### src/rtl/tcec_defs.vh
// constants for the transgress credit event counter: register map, field
// positions, reset values and event codes.
// assumes: included by bare name from every design file of the block.
`ifndef TCEC_DEFS_VH
`define TCEC_DEFS_VH

// ----------------------------------------------------------------------
// register byte addresses
// ----------------------------------------------------------------------
`define TCEC_ADDR_CTRL_LO    12'h000
`define TCEC_ADDR_CTRL_HI    12'h004
`define TCEC_ADDR_COUNT_LO   12'h008
`define TCEC_ADDR_COUNT_HI   12'h00C
`define TCEC_ADDR_STATUS     12'h010

// ----------------------------------------------------------------------
// control and status fields
// ----------------------------------------------------------------------
`define TCEC_EV_LSB          0
`define TCEC_EV_MSB          7
`define TCEC_UMASK_LSB       8
`define TCEC_UMASK_MSB       15
`define TCEC_CLR_BIT         17
`define TCEC_EN_BIT          22
`define TCEC_XSEL_BIT        24
`define TCEC_STAT_OVF_BIT    0
`define TCEC_STAT_MATCH_BIT  1
`define TCEC_CTRL_LO_WMASK   32'h0040FFFF
`define TCEC_CTRL_HI_WMASK   32'h01000000
`define TCEC_CTRL_LO_RESET   32'h00000000
`define TCEC_CTRL_HI_RESET   32'h00000000

// ----------------------------------------------------------------------
// event codes
// ----------------------------------------------------------------------
`define TCEC_EV_A1_AD_TAKEN_LO  8'h84
`define TCEC_EV_A1_AD_TAKEN_HI  8'h85
`define TCEC_EV_A1_AD_HELD_LO   8'h86
`define TCEC_EV_A1_AD_HELD_HI   8'h87
`define TCEC_EV_A0_BL_TAKEN_LO  8'h88
`define TCEC_EV_A0_BL_TAKEN_HI  8'h89
`define TCEC_EV_A0_BL_HELD_LO   8'h8A
`define TCEC_EV_A0_BL_HELD_HI   8'h8B
`define TCEC_EV_A1_BL_TAKEN_LO  8'h8C
`define TCEC_EV_A1_BL_TAKEN_HI  8'h8D

// ----------------------------------------------------------------------
// source selector codes and geometry
// ----------------------------------------------------------------------
`define TCEC_SRC_NONE        3'h0
`define TCEC_SRC_A0_BL_TAKE  3'h1
`define TCEC_SRC_A0_BL_HELD  3'h2
`define TCEC_SRC_A1_AD_TAKE  3'h3
`define TCEC_SRC_A1_AD_HELD  3'h4
`define TCEC_SRC_A1_BL_TAKE  3'h5
`define TCEC_TGR_NUM         16
`define TCEC_LANES           8

`endif

### src/rtl/tcec_accum.v
// event accumulator: adds an increment each cycle, clear has priority.
// assumes: one clock, asynchronous active-low reset.
`timescale 1ns/100ps
`default_nettype none
`include "tcec_defs.vh"

module tcec_accum #(
  parameter CNT_W = 48,
  parameter INC_W = 9
) (
  // clock and reset
  input  wire             mclk,
  input  wire             resetn,
  // control
  input  wire             clear,
  input  wire [INC_W-1:0] inc,
  // state
  output wire [CNT_W-1:0] count,
  output wire             wrap
);

  reg  [CNT_W-1:0] count_r;
  wire [CNT_W:0]   sum_nxt;

  assign sum_nxt = {1'b0, count_r} + {{(CNT_W+1-INC_W){1'b0}}, inc};
  assign count   = count_r;
  // wrap is lost when a clear lands in the same cycle
  assign wrap    = sum_nxt[CNT_W] & ~clear;

  always @(posedge mclk or negedge resetn) begin
    if (!resetn) begin
      count_r <= {CNT_W{1'b0}};
    end else if (clear) begin
      count_r <= {CNT_W{1'b0}};
    end else begin
      count_r <= sum_nxt[CNT_W-1:0];
    end
  end

endmodule // tcec_accum
`default_nettype wire

### src/rtl/tcec_mask_sum.v
// masked sum of eight per-transgress credit counts.
// assumes: inputs are stable within the cycle; purely combinational.
`timescale 1ns/100ps
`default_nettype none
`include "tcec_defs.vh"

module tcec_mask_sum #(
  parameter LANES = `TCEC_LANES,
  parameter W     = 6
) (
  // lane data and enables
  input  wire [LANES*W-1:0] lane_data,
  input  wire [LANES-1:0]   lane_en,
  // result
  output reg  [W+2:0]       sum
);

  wire [LANES*W-1:0] gated;
  integer            k;

  genvar g;
  generate
    for (g = 0; g < LANES; g = g + 1) begin : g_gate
      assign gated[g*W +: W] = lane_data[g*W +: W] & {W{lane_en[g]}};
    end
  endgenerate

  // a zero enable vector leaves the sum at zero
  always @* begin
    sum = {(W+3){1'b0}};
    for (k = 0; k < LANES; k = k + 1) begin
      sum = sum + {3'h0, gated[k*W +: W]};
    end
  end

endmodule // tcec_mask_sum
`default_nettype wire

### src/rtl/tcec_top.v
// transgress credit event counter: apb registers, event decode and
// per-transgress credit accumulation.
// assumes: credit inputs come from mesh_stop logic on mclk; apb on mclk.
//
// Notes on behaviour
// - 0x88 sums agent0 BL taken, transgress 0-7
// - 0x89 sums agent0 BL taken, transgress 8-15
// - 0x8A sums agent0 BL held, transgress 0-7
// - 0x8B sums agent0 BL held, transgress 8-15
// - 0x84 sums agent1 AD taken, transgress 0-7
// - 0x85 sums agent1 AD taken, transgress 8-15
// - 0x86 sums agent1 AD held, transgress 0-7
// - 0x87 sums agent1 AD held, transgress 8-15
// - 0x8C sums agent1 BL taken, transgress 0-7
// - 0x8D sums agent1 BL taken, transgress 8-15
// - taken events add whole per-cycle count
// - held events add occupancy every cycle
//
// The APB interface to the registers and the register addresses were decided locally.
`timescale 1ns/100ps
`default_nettype none
`include "tcec_defs.vh"

module tcec_top #(
  parameter CNT_W = 48,
  parameter ACQ_W = 3,
  parameter OCC_W = 6
) (
  // clock and reset
  input  wire                          mclk,
  input  wire                          resetn,
  // apb slave
  input  wire                          psel,
  input  wire                          penable,
  input  wire                          pwrite,
  input  wire [11:0]                   paddr,
  input  wire [31:0]                   pwdata,
  input  wire [3:0]                    pstrb,
  output wire [31:0]                   prdata,
  output wire                          pready,
  output wire                          pslverr,
  // per-transgress credit counts from mesh_stop
  input  wire [`TCEC_TGR_NUM*ACQ_W-1:0] agent0_bl_credit_taken,
  input  wire [`TCEC_TGR_NUM*OCC_W-1:0] agent0_bl_credit_held,
  input  wire [`TCEC_TGR_NUM*ACQ_W-1:0] agent1_ad_credit_taken,
  input  wire [`TCEC_TGR_NUM*OCC_W-1:0] agent1_ad_credit_held,
  input  wire [`TCEC_TGR_NUM*ACQ_W-1:0] agent1_bl_credit_taken,
  // status
  output wire                          count_overflow
);

  localparam TN    = `TCEC_TGR_NUM;
  localparam LN    = `TCEC_LANES;
  localparam INC_W = OCC_W + 3;

  // ----------------------------------------------------------------------
  // declarations
  // ----------------------------------------------------------------------
  reg  [31:0]       ctrl_lo_r;
  reg  [31:0]       ctrl_hi_r;
  reg  [31:0]       prdata_r;
  reg               pslverr_r;
  reg               ovf_r;
  reg  [31:0]       hi_snap_r;
  reg  [31:0]       rd_nxt;
  reg               err_nxt;
  reg  [2:0]        sel_src;
  reg               sel_hi;
  reg  [TN*OCC_W-1:0] src_vec;

  wire [31:0]       wmask;
  wire              setup;
  wire              access;
  wire              wr;
  wire              wr_ctrl_lo;
  wire              wr_ctrl_hi;
  wire              wr_status;
  wire              rd_count_lo;
  wire [7:0]        ev_code;
  wire [7:0]        umask;
  wire              cnt_en;
  wire              xsel;
  wire              counting;
  wire              clear;
  wire              ovf_clr;
  wire [TN*OCC_W-1:0] a0bl_take_x;
  wire [TN*OCC_W-1:0] a1ad_take_x;
  wire [TN*OCC_W-1:0] a1bl_take_x;
  wire [LN*OCC_W-1:0] slice;
  wire [INC_W-1:0]  lane_sum;
  wire [INC_W-1:0]  inc;
  wire [CNT_W-1:0]  count;
  wire [63:0]       count_x;
  wire              wrap;

  // ----------------------------------------------------------------------
  // apb handshake
  // ----------------------------------------------------------------------
  // zero wait states: read data is prepared in the setup cycle so it is
  // already in a flop when the access phase samples pready
  assign pready  = 1'b1;
  assign prdata  = prdata_r;
  assign pslverr = pslverr_r;
  assign setup   = psel & ~penable;
  assign access  = psel & penable;
  assign wr      = access & pwrite & ~pslverr_r;

  assign wr_ctrl_lo  = wr & (paddr == `TCEC_ADDR_CTRL_LO);
  assign wr_ctrl_hi  = wr & (paddr == `TCEC_ADDR_CTRL_HI);
  assign wr_status   = wr & (paddr == `TCEC_ADDR_STATUS);
  // the high word is frozen at the same edge that loads the low read data,
  // so both halves come from one counter value even across a carry
  assign rd_count_lo = setup & ~pwrite & (paddr == `TCEC_ADDR_COUNT_LO);

  genvar b;
  generate
    for (b = 0; b < 4; b = b + 1) begin : g_strb
      assign wmask[8*b +: 8] = {8{pstrb[b]}};
    end
  endgenerate

  // ----------------------------------------------------------------------
  // control registers
  // ----------------------------------------------------------------------
  always @(posedge mclk or negedge resetn) begin
    if (!resetn) begin
      ctrl_lo_r <= `TCEC_CTRL_LO_RESET;
      ctrl_hi_r <= `TCEC_CTRL_HI_RESET;
    end else begin
      if (wr_ctrl_lo) begin
        ctrl_lo_r <= (ctrl_lo_r & ~(wmask & `TCEC_CTRL_LO_WMASK)) |
                     (pwdata & wmask & `TCEC_CTRL_LO_WMASK);
      end
      if (wr_ctrl_hi) begin
        ctrl_hi_r <= (ctrl_hi_r & ~(wmask & `TCEC_CTRL_HI_WMASK)) |
                     (pwdata & wmask & `TCEC_CTRL_HI_WMASK);
      end
    end
  end

  assign ev_code = ctrl_lo_r[`TCEC_EV_MSB:`TCEC_EV_LSB];
  assign umask   = ctrl_lo_r[`TCEC_UMASK_MSB:`TCEC_UMASK_LSB];
  assign cnt_en  = ctrl_lo_r[`TCEC_EN_BIT];
  assign xsel    = ctrl_hi_r[`TCEC_XSEL_BIT];

  // the clear bit is not stored: writing one is a single-cycle pulse
  assign clear = wr_ctrl_lo & pstrb[2] & pwdata[`TCEC_CLR_BIT];

  // ----------------------------------------------------------------------
  // event decode
  // ----------------------------------------------------------------------
  always @* begin
    sel_src = `TCEC_SRC_NONE;
    sel_hi  = 1'b0;
    case (ev_code)
      `TCEC_EV_A0_BL_TAKEN_LO: begin
        sel_src = `TCEC_SRC_A0_BL_TAKE;
        sel_hi  = 1'b0;
      end
      `TCEC_EV_A0_BL_TAKEN_HI: begin
        sel_src = `TCEC_SRC_A0_BL_TAKE;
        sel_hi  = 1'b1;
      end
      `TCEC_EV_A0_BL_HELD_LO: begin
        sel_src = `TCEC_SRC_A0_BL_HELD;
        sel_hi  = 1'b0;
      end
      `TCEC_EV_A0_BL_HELD_HI: begin
        sel_src = `TCEC_SRC_A0_BL_HELD;
        sel_hi  = 1'b1;
      end
      `TCEC_EV_A1_AD_TAKEN_LO: begin
        sel_src = `TCEC_SRC_A1_AD_TAKE;
        sel_hi  = 1'b0;
      end
      `TCEC_EV_A1_AD_TAKEN_HI: begin
        sel_src = `TCEC_SRC_A1_AD_TAKE;
        sel_hi  = 1'b1;
      end
      `TCEC_EV_A1_AD_HELD_LO: begin
        sel_src = `TCEC_SRC_A1_AD_HELD;
        sel_hi  = 1'b0;
      end
      `TCEC_EV_A1_AD_HELD_HI: begin
        sel_src = `TCEC_SRC_A1_AD_HELD;
        sel_hi  = 1'b1;
      end
      `TCEC_EV_A1_BL_TAKEN_LO: begin
        sel_src = `TCEC_SRC_A1_BL_TAKE;
        sel_hi  = 1'b0;
      end
      `TCEC_EV_A1_BL_TAKEN_HI: begin
        sel_src = `TCEC_SRC_A1_BL_TAKE;
        sel_hi  = 1'b1;
      end
      default: begin
        sel_src = `TCEC_SRC_NONE;
        sel_hi  = 1'b0;
      end
    endcase
  end

  // unsupported codes, a cleared enable or a cleared extended select stop
  // counting entirely
  assign counting = cnt_en & xsel & (sel_src != `TCEC_SRC_NONE);

  // ----------------------------------------------------------------------
  // source selection
  // ----------------------------------------------------------------------
  // acquired counts are narrower than occupancy; widening them lets one
  // adder tree serve both kinds of event
  genvar g;
  generate
    for (g = 0; g < TN; g = g + 1) begin : g_ext
      assign a0bl_take_x[g*OCC_W +: OCC_W] =
        {{(OCC_W-ACQ_W){1'b0}}, agent0_bl_credit_taken[g*ACQ_W +: ACQ_W]};
      assign a1ad_take_x[g*OCC_W +: OCC_W] =
        {{(OCC_W-ACQ_W){1'b0}}, agent1_ad_credit_taken[g*ACQ_W +: ACQ_W]};
      // mask bit n is transgress n here too, whatever labels are printed
      assign a1bl_take_x[g*OCC_W +: OCC_W] =
        {{(OCC_W-ACQ_W){1'b0}}, agent1_bl_credit_taken[g*ACQ_W +: ACQ_W]};
    end
  endgenerate

  always @* begin
    src_vec = {(TN*OCC_W){1'b0}};
    case (sel_src)
      `TCEC_SRC_A0_BL_TAKE: src_vec = a0bl_take_x;
      `TCEC_SRC_A0_BL_HELD: src_vec = agent0_bl_credit_held;
      `TCEC_SRC_A1_AD_TAKE: src_vec = a1ad_take_x;
      `TCEC_SRC_A1_AD_HELD: src_vec = agent1_ad_credit_held;
      `TCEC_SRC_A1_BL_TAKE: src_vec = a1bl_take_x;
      default:              src_vec = {(TN*OCC_W){1'b0}};
    endcase
  end

  // umask bit n picks transgress n, or n plus eight for the high events
  assign slice = sel_hi ? src_vec[TN*OCC_W-1:LN*OCC_W] : src_vec[LN*OCC_W-1:0];

  // taken events add the full per-cycle count of every enabled lane; held
  // events add occupancy each cycle, so non-one-hot masks sum their lanes
  tcec_mask_sum #(
    .LANES (LN),
    .W     (OCC_W)
  ) u_sum (
    .lane_data (slice),
    .lane_en   (umask),
    .sum       (lane_sum)
  );

  assign inc = counting ? lane_sum : {INC_W{1'b0}};

  // ----------------------------------------------------------------------
  // accumulator and overflow
  // ----------------------------------------------------------------------
  tcec_accum #(
    .CNT_W (CNT_W),
    .INC_W (INC_W)
  ) u_acc (
    .mclk   (mclk),
    .resetn (resetn),
    .clear  (clear),
    .inc    (inc),
    .count  (count),
    .wrap   (wrap)
  );

  assign ovf_clr = wr_status & pstrb[0] & pwdata[`TCEC_STAT_OVF_BIT];

  // a wrap in the same cycle as the clear keeps the flag set
  always @(posedge mclk or negedge resetn) begin
    if (!resetn) begin
      ovf_r <= 1'b0;
    end else if (wrap) begin
      ovf_r <= 1'b1;
    end else if (ovf_clr) begin
      ovf_r <= 1'b0;
    end
  end

  assign count_overflow = ovf_r;
  assign count_x = {{(64-CNT_W){1'b0}}, count};

  // ----------------------------------------------------------------------
  // read path
  // ----------------------------------------------------------------------
  // reading the low word freezes the high word, so two reads give one
  // coherent value even while the counter runs
  always @(posedge mclk or negedge resetn) begin
    if (!resetn) begin
      hi_snap_r <= 32'h00000000;
    end else if (rd_count_lo) begin
      hi_snap_r <= count_x[63:32];
    end
  end

  always @* begin
    rd_nxt  = 32'h00000000;
    err_nxt = 1'b0;
    case (paddr)
      `TCEC_ADDR_CTRL_LO:  rd_nxt = ctrl_lo_r;
      `TCEC_ADDR_CTRL_HI:  rd_nxt = ctrl_hi_r;
      `TCEC_ADDR_COUNT_LO: rd_nxt = count_x[31:0];
      `TCEC_ADDR_COUNT_HI: rd_nxt = hi_snap_r;
      `TCEC_ADDR_STATUS: begin
        rd_nxt[`TCEC_STAT_OVF_BIT]   = ovf_r;
        rd_nxt[`TCEC_STAT_MATCH_BIT] = counting;
      end
      default:             err_nxt = 1'b1;
    endcase
  end

  always @(posedge mclk or negedge resetn) begin
    if (!resetn) begin
      prdata_r  <= 32'h00000000;
      pslverr_r <= 1'b0;
    end else if (setup) begin
      prdata_r  <= pwrite ? 32'h00000000 : rd_nxt;
      pslverr_r <= err_nxt;
    end else if (!psel) begin
      prdata_r  <= 32'h00000000;
      pslverr_r <= 1'b0;
    end
  end

endmodule // tcec_top
`default_nettype wire

### config.mk
export PLATFORM = sky130hd
export DESIGN_NAME = tcec_top
export DESIGN_NICKNAME = d
export VERILOG_FILES = /design/src/rtl/tcec_accum.v /design/src/rtl/tcec_mask_sum.v /design/src/rtl/tcec_top.v
export VERILOG_INCLUDE_DIRS = /design/src /design/src/rtl
export SDC_FILE = /design/constraint.sdc
export NUM_CORES = 1
export LEC_CHECK = 0
export ABC_AREA = 1
export BUFFER_PORTS_ARGS = -buffer_cell sky130_fd_sc_hd__buf_2
export CAP_MARGIN = 15
export CORE_ASPECT_RATIO = 0.5
export CORE_MARGIN = 3
export CORE_UTILIZATION = 55
export DETAILED_ROUTE_END_ITERATION = 16
export PLACE_DENSITY = 0.88
export SLEW_MARGIN = 20
export SYNTH_ARGS = -nofsm -noshare
export SYNTH_HDL_FRONTEND = slang
export SYNTH_SLANG_ARGS = --single-unit
### constraint.sdc
create_clock -name mclk -period 11.1 [get_ports mclk]
set_clock_uncertainty 0.2 [all_clocks]
set_input_delay 1.11 -clock mclk [delete_from_list [all_inputs] [get_ports mclk]]
set_output_delay 1.11 -clock mclk [all_outputs]
set_load 0.01 [all_outputs]
# --- Word-level counts from Yosys, hierarchy flattened ---
# Cells that the tools add are included.
# W data, S select, Z words.
classes:
  addsub: 8
  eq_ne: 20
  mux: 16
  n_bitwise: 35
  n_reduce_logical: 10
op_table:
  columns: ["op", "count"]
  rows:
  - ["$pmux W96 S5", 1]
  - ["$pmux W30 S4", 1]
  - ["$mux W32", 3]
  - ["$mux W48", 2]
  - ["$eq A8 B8 Y1 const B", 10]
  - ["$and A32 B32 Y32", 2]
  - ["$add A9 B6 Y9", 6]
  - ["$add A48 B9 Y49", 1]
  - ["$and A6 B6 Y6", 8]
  - ["$not A23 Y32", 1]
  - ["$not A25 Y32", 1]
  - ["$or A32 B23 Y32", 1]
  - ["$or A32 B25 Y32", 1]
  - ["$and A25 B25 Y25", 1]
  - ["$eq A12 B4 Y1 const B", 2]
  - ["$and A1 B1 Y1", 16]
  - ["$pmux W3 S5", 1]
  - ["$eq A12 B3 Y1 const B", 1]
  - ["$eq A12 B5 Y1 const B", 1]
  - ["$logic_not A12 Y1", 1]
  - ["$pmux W2 S5", 1]
  - ["$reduce_or A2 Y1", 5]
  - ["$reduce_or A5 Y1", 2]
  - ["$mux W9", 1]
  - ["9 further kinds", 19]
totals:
  ff_bits: 162

# --- Logic depth before layout (Yosys ltp) ---
logic_depth:
  word_depth: 18
  mapped_depth: 45

# --- By module ---
# Synthesis repeated with hierarchy kept, for this count alone.
hier_totals:
  hier_cells: 1968
  area_unflattened_um2: 11672.4
modules_own_cells:
  columns: ["mod", "instances", "cells_per_inst", "area_each_um2", "seq_area_each_um2"]
  rows:
  - ["tcec_top", 1, 1224, 6836.6, 1701.6]
  - ["tcec_accum", 1, 578, 3530.9, 1201.2]
  - ["tcec_mask_sum", 1, 166, 1305.0, 0.0]

# --- Least setup slack after synthesis ---
# No wires, ideal clock.
synth_path:
  kind: "register -> register"
  start: "register (tool-made name)"
  end: "register u_acc.count_r[22] (netlist: u_acc.count[22])"
  setup_ns: 0.117
  arrival_time_ns: 6.717
  required_time_ns: 10.783
  slack_ns: 4.066
  path_stages_with_launch: 41
  period_less_slack_ns: 7.034
  path_cell_list: "dfrtp_1 -> inv_1 -> nand2_1 -> nor2_4 -> nand2_1 -> nor2_4 -> buf_4 -> nand2_1 -> nand3_1 -> o21ai_1 -> nor2_1 -> ha_1 -> inv_1 -> fa_1 -> o221ai_1 -> xnor2_1 -> inv_1 -> fa_1 -> [5 not listed] -> fa_1 -> inv_1 -> ha_1 -> inv_1 -> o21ai_0 -> nand2_1 -> nand3_1 -> xnor2_1 -> nor2_1 -> ha_1 -> nand2_1 -> nand2_1 -> a21boi_1 -> nand3_2 -> nand3_1 -> nand2_1 -> nand2_1 -> nor2_1"
synth_rtl:
  columns: ["item", "line_no", "rtl"]
  rows:
  - ["to (signal assigned)", "tcec_accum.v:32", "count_r <= {CNT_W{1'b0}};"]
  - ["to (signal assigned)", "tcec_accum.v:34", "count_r <= {CNT_W{1'b0}};"]
  - ["to (signal assigned)", "tcec_accum.v:36", "count_r <= sum_nxt[CNT_W-1:0];"]
  - ["to (decl)", "tcec_accum.v:22", "reg [CNT_W-1:0] count_r;"]

==> results.py <==
metrics = {
    "clock_tree": {
        "cts-root-buf": "clkbuf_16",
        "clk_latency_ns": 0.42,
        "post_cts_buffers": 0,
        "clkSinkCount": 116,
        "cts_resized": 0,
        "clockBufferDepth": 2,
        "clk_pin_slew_ns": 0.06,
        "cts-htree-levels": 4,
        "cts_tree": "yes",
        "cts_buffers": 17,
        "hold_buffers": 0,
    },
    "sta": {
        "grt_setup_unrepaired": "false",
        "worst_pin_slew_ns": 0.955,
        "setup_tns_ns": 0,
        "min_period_ns": 8.83,
        "period_share_pct": 79.5,
        "hold_viol": 0,
        "fmax_mhz": 113,
        "max-slew-margin-rel_pct": 36.2,
        "hold_slack_ns": 0.276,
        "slew_violations": 0,
        "setup_viol": 0,
    },
    "global_routing": {
        "grt_usage_pct": 38.0,
        "grt_max_degree": 70,
        "overflow": 0,
        "antenna_found_initial": 6,
        "grt_pass1_wl_mm": 66.8,
        "grt_pass1_vias": 12300,
    },
    "logic_synthesis": {
        "synth_edf_count": 0,
        "synth_mux_area_share_pct": 0,
        "synth-compound-area-share_pct": 4.30,
        "synth_warnings": 0,
        "yosysUniqueCellTypes": 35,
        "synthSimpleGateAreaFrac_pct": 47.6,
        "synthAdderAreaFrac_pct": 8.47,
        "ys_seq_area_share_pct": 25.8,
        "synth.avg_cell_area_um2": 5.91,
        "synthXorXnorAreaFrac_pct": 1.87,
        "syn_inst": 1899,
        "netlist_area_mm2": 0.0112,
        "synth_ff_type": "dfrtp_1",
        "synthesis.nets": 2346,
        "async_flop_share_pct": 100,
        "synth_top_family_by_area": "simple AND/OR/NAND/NOR gates",
        "ys_ff_latch": 116,
    },
    "worst_setup_path": {
        "worst_path_largest_cell_delay_ns": 0.65,
        "start_kind": "flop",
        "critical_path.endpoint_type": "flop",
        "critical_path.slowest_cell": "inv_2",
        "crit_arrival_ns": 8.96,
        "path_class": "reg2reg",
        "cp_max_fo": 49,
        "required_ns": 11.23,
    },
    "drt": {
        "wl_per_cell_um": 17.3,
        "viasPerCell": 5.46,
        "ant_nets": 0,
        "drtIter0Drc": 1794,
        "wl_met1_mm": 17.7,
        "totalWireLength_mm": 44.3,
        "route.vias.total": 14000,
        "drc": 0,
        "first_pass_iters": 7,
        "wl_met3_mm": 4.67,
        "wl_met2_mm": 20.4,
        "top_layer_used": "met5",
    },
    "floorplan": {
        "pin_count": 424,
        "coreArea_mm2": 0.0197,
        "chipHeight_um": 107,
        "num_rows": 36,
        "start_util_pct": 56.9,
        "die_area_mm2": 0.0223,
        "die_x_um": 208,
    },
    "placement": {
        "placed_area_mm2": 0.0133,
        "gp_congestion": 1.01,
        "dp_cells": 2520,
        "dp_hpwl_mm": 34.6,
        "io_buffers": 409,
    },
    "cells_and_area": {
        "drive_gt1_share_pct": 20.8,
        "syn_to_final_growth_pct": 23.8,
        "final_cell_area_mm2": 0.0139,
        "finalNetCount": 2720,
        "final_cell_count_no_fill": 2557,
    },
    "pwr": {
        "p_leak_nw": 7.90,
        "power_density_mw_per_mm2": 76.8,
        "irDropWorstVdd_v": 0.000107,
        "power_mw": 1.07,
    },
    "run_status": {
        "status": "completed",
    },
    "min_path": {
        "hold_path_class": "reg2reg",
    },
    "job": {
        "cap_violations": 0,
    },
}
-- final timing paths --
| check | startpoint | endpoint | slack, ns | cells after the start |
|---|---|---|---|---|
| max reg2reg | flop | u_acc.count[17] | 2.27 | 36 |
| max | flop | u_acc.count[17] | 2.27 | 36 |
| min in group asynchronous | resetn | u_acc.count[45] | 0.49 | 1 |
| min reg2reg | prdata[8] | prdata[8] | 0.28 | 2 |
| min | prdata[8] | prdata[8] | 0.28 | 2 |
| max in group asynchronous | resetn | prdata[0] | 8.90 | 2 |
-- critical path: cells and delay by family, from the launching register on --
family / cells / cell delay, ns
adder cells (fa/ha/maj): 7 / 3.05
AND/OR/NAND/NOR: 14 / 2.31
buffers and inverters: 9 / 1.62
AO/OA/AOI/OAI: 5 / 1.01
flip-flops: 1 / 0.39
XOR/XNOR: 1 / 0.12
-- where the power goes --
group	switching (mW)	total, mW	leakage, nW	internal (mW)
Combinational	0.0408	0.0899	6.20	0.0490
Clock	0.200	0.554	0.286	0.353
Sequential	0.000488	0.424	1.41	0.424
Total	0.242	1.07	7.90	0.826
-- metrics by stage --
step / setup WS [ns] / utilization [%]
after floorplan: 4.07 / -
after global placement: 2.70 / 67.4
after detailed placement: 2.60 / 67.4
after CTS: 2.50 / 70.4
after global routing: 1.62 / 70.5
final: 2.27 / 70.5
-- metal layers --
metal	track usage [%]	vias to the layer above
met4	12.3	2
met5	0	-
li1	-	6613
met3	7.89	135
met1	51.6	6407
met2	61.6	797
-- cells in the final DEF, fill, tap and decap left out, types with 3 or more instances in the layout --
cell type	Yosys	layout
nand2_1	728	728
buf_2	27	408
nor2_1	253	252
inv_1	246	245
nand3_1	236	236
dfrtp_1	116	116
o21ai_0	53	53
fa_1	30	30
ha_1	28	28
nor3_1	23	23
a21oi_1	20	20
xnor2_1	19	19
clkbuf_16	0	17
inv_2	13	14
and3_1	13	13
o21ai_1	12	12
nand4_1	12	12
nand3_2	7	7
buf_4	17	7
diode_2	0	5
nand3b_1	5	5
xor2_1	5	5
nor2_2	4	5
clkbuf_8	0	4
clkbuf_1	11	3
clkinv_2	0	3
-- cells in the mapped netlist (4+ instances only) --
cell type	count	area share, %
a21oi_1	20	0.89
and3_1	13	0.72
buf_2	27	1.2
buf_4	17	1.1
buf_6	5	0.50
clkbuf_1	11	0.37
dfrtp_1	116	26
fa_1	30	5.3
ha_1	28	3.1
inv_1	246	8.2
inv_2	13	0.43
nand2_1	728	24
nand3_1	236	11
nand3_2	7	0.62
nand3b_1	5	0.33
nand4_1	12	0.67
nor2_1	253	8.5
nor2_2	4	0.22
nor3_1	23	1.0
o21ai_0	53	2.4
o21ai_1	12	0.53
xnor2_1	19	1.5
xor2_1	5	0.39
-- cell type report --
| cell class | count | area, um^2 |
|---|---|---|
| Clock buffer | 24 | 492 |
| Inverter | 259 | 972 |
| Tap cell | 266 | 333 |
| Fill cell | 1836 | 5830 |
| Clock inverter | 8 | 98.8 |
| Antenna cell | 5 | 12.5 |
| Timing Repair Buffer | 415 | 2090 |
| Multi-Input combinational cell | 1464 | 7000 |
| Sequential cell | 116 | 2900 |
-- cells by family after synthesis --
group                      Yosys count
adders and majority gates           58
xor gates and xnor gates            24
and+or+nand+nor                   1288
other                                1
AOI/OAI and AO/OA                   93
buffers and inverters              319
DFF                                116
(Power assumes the default switching activity.)
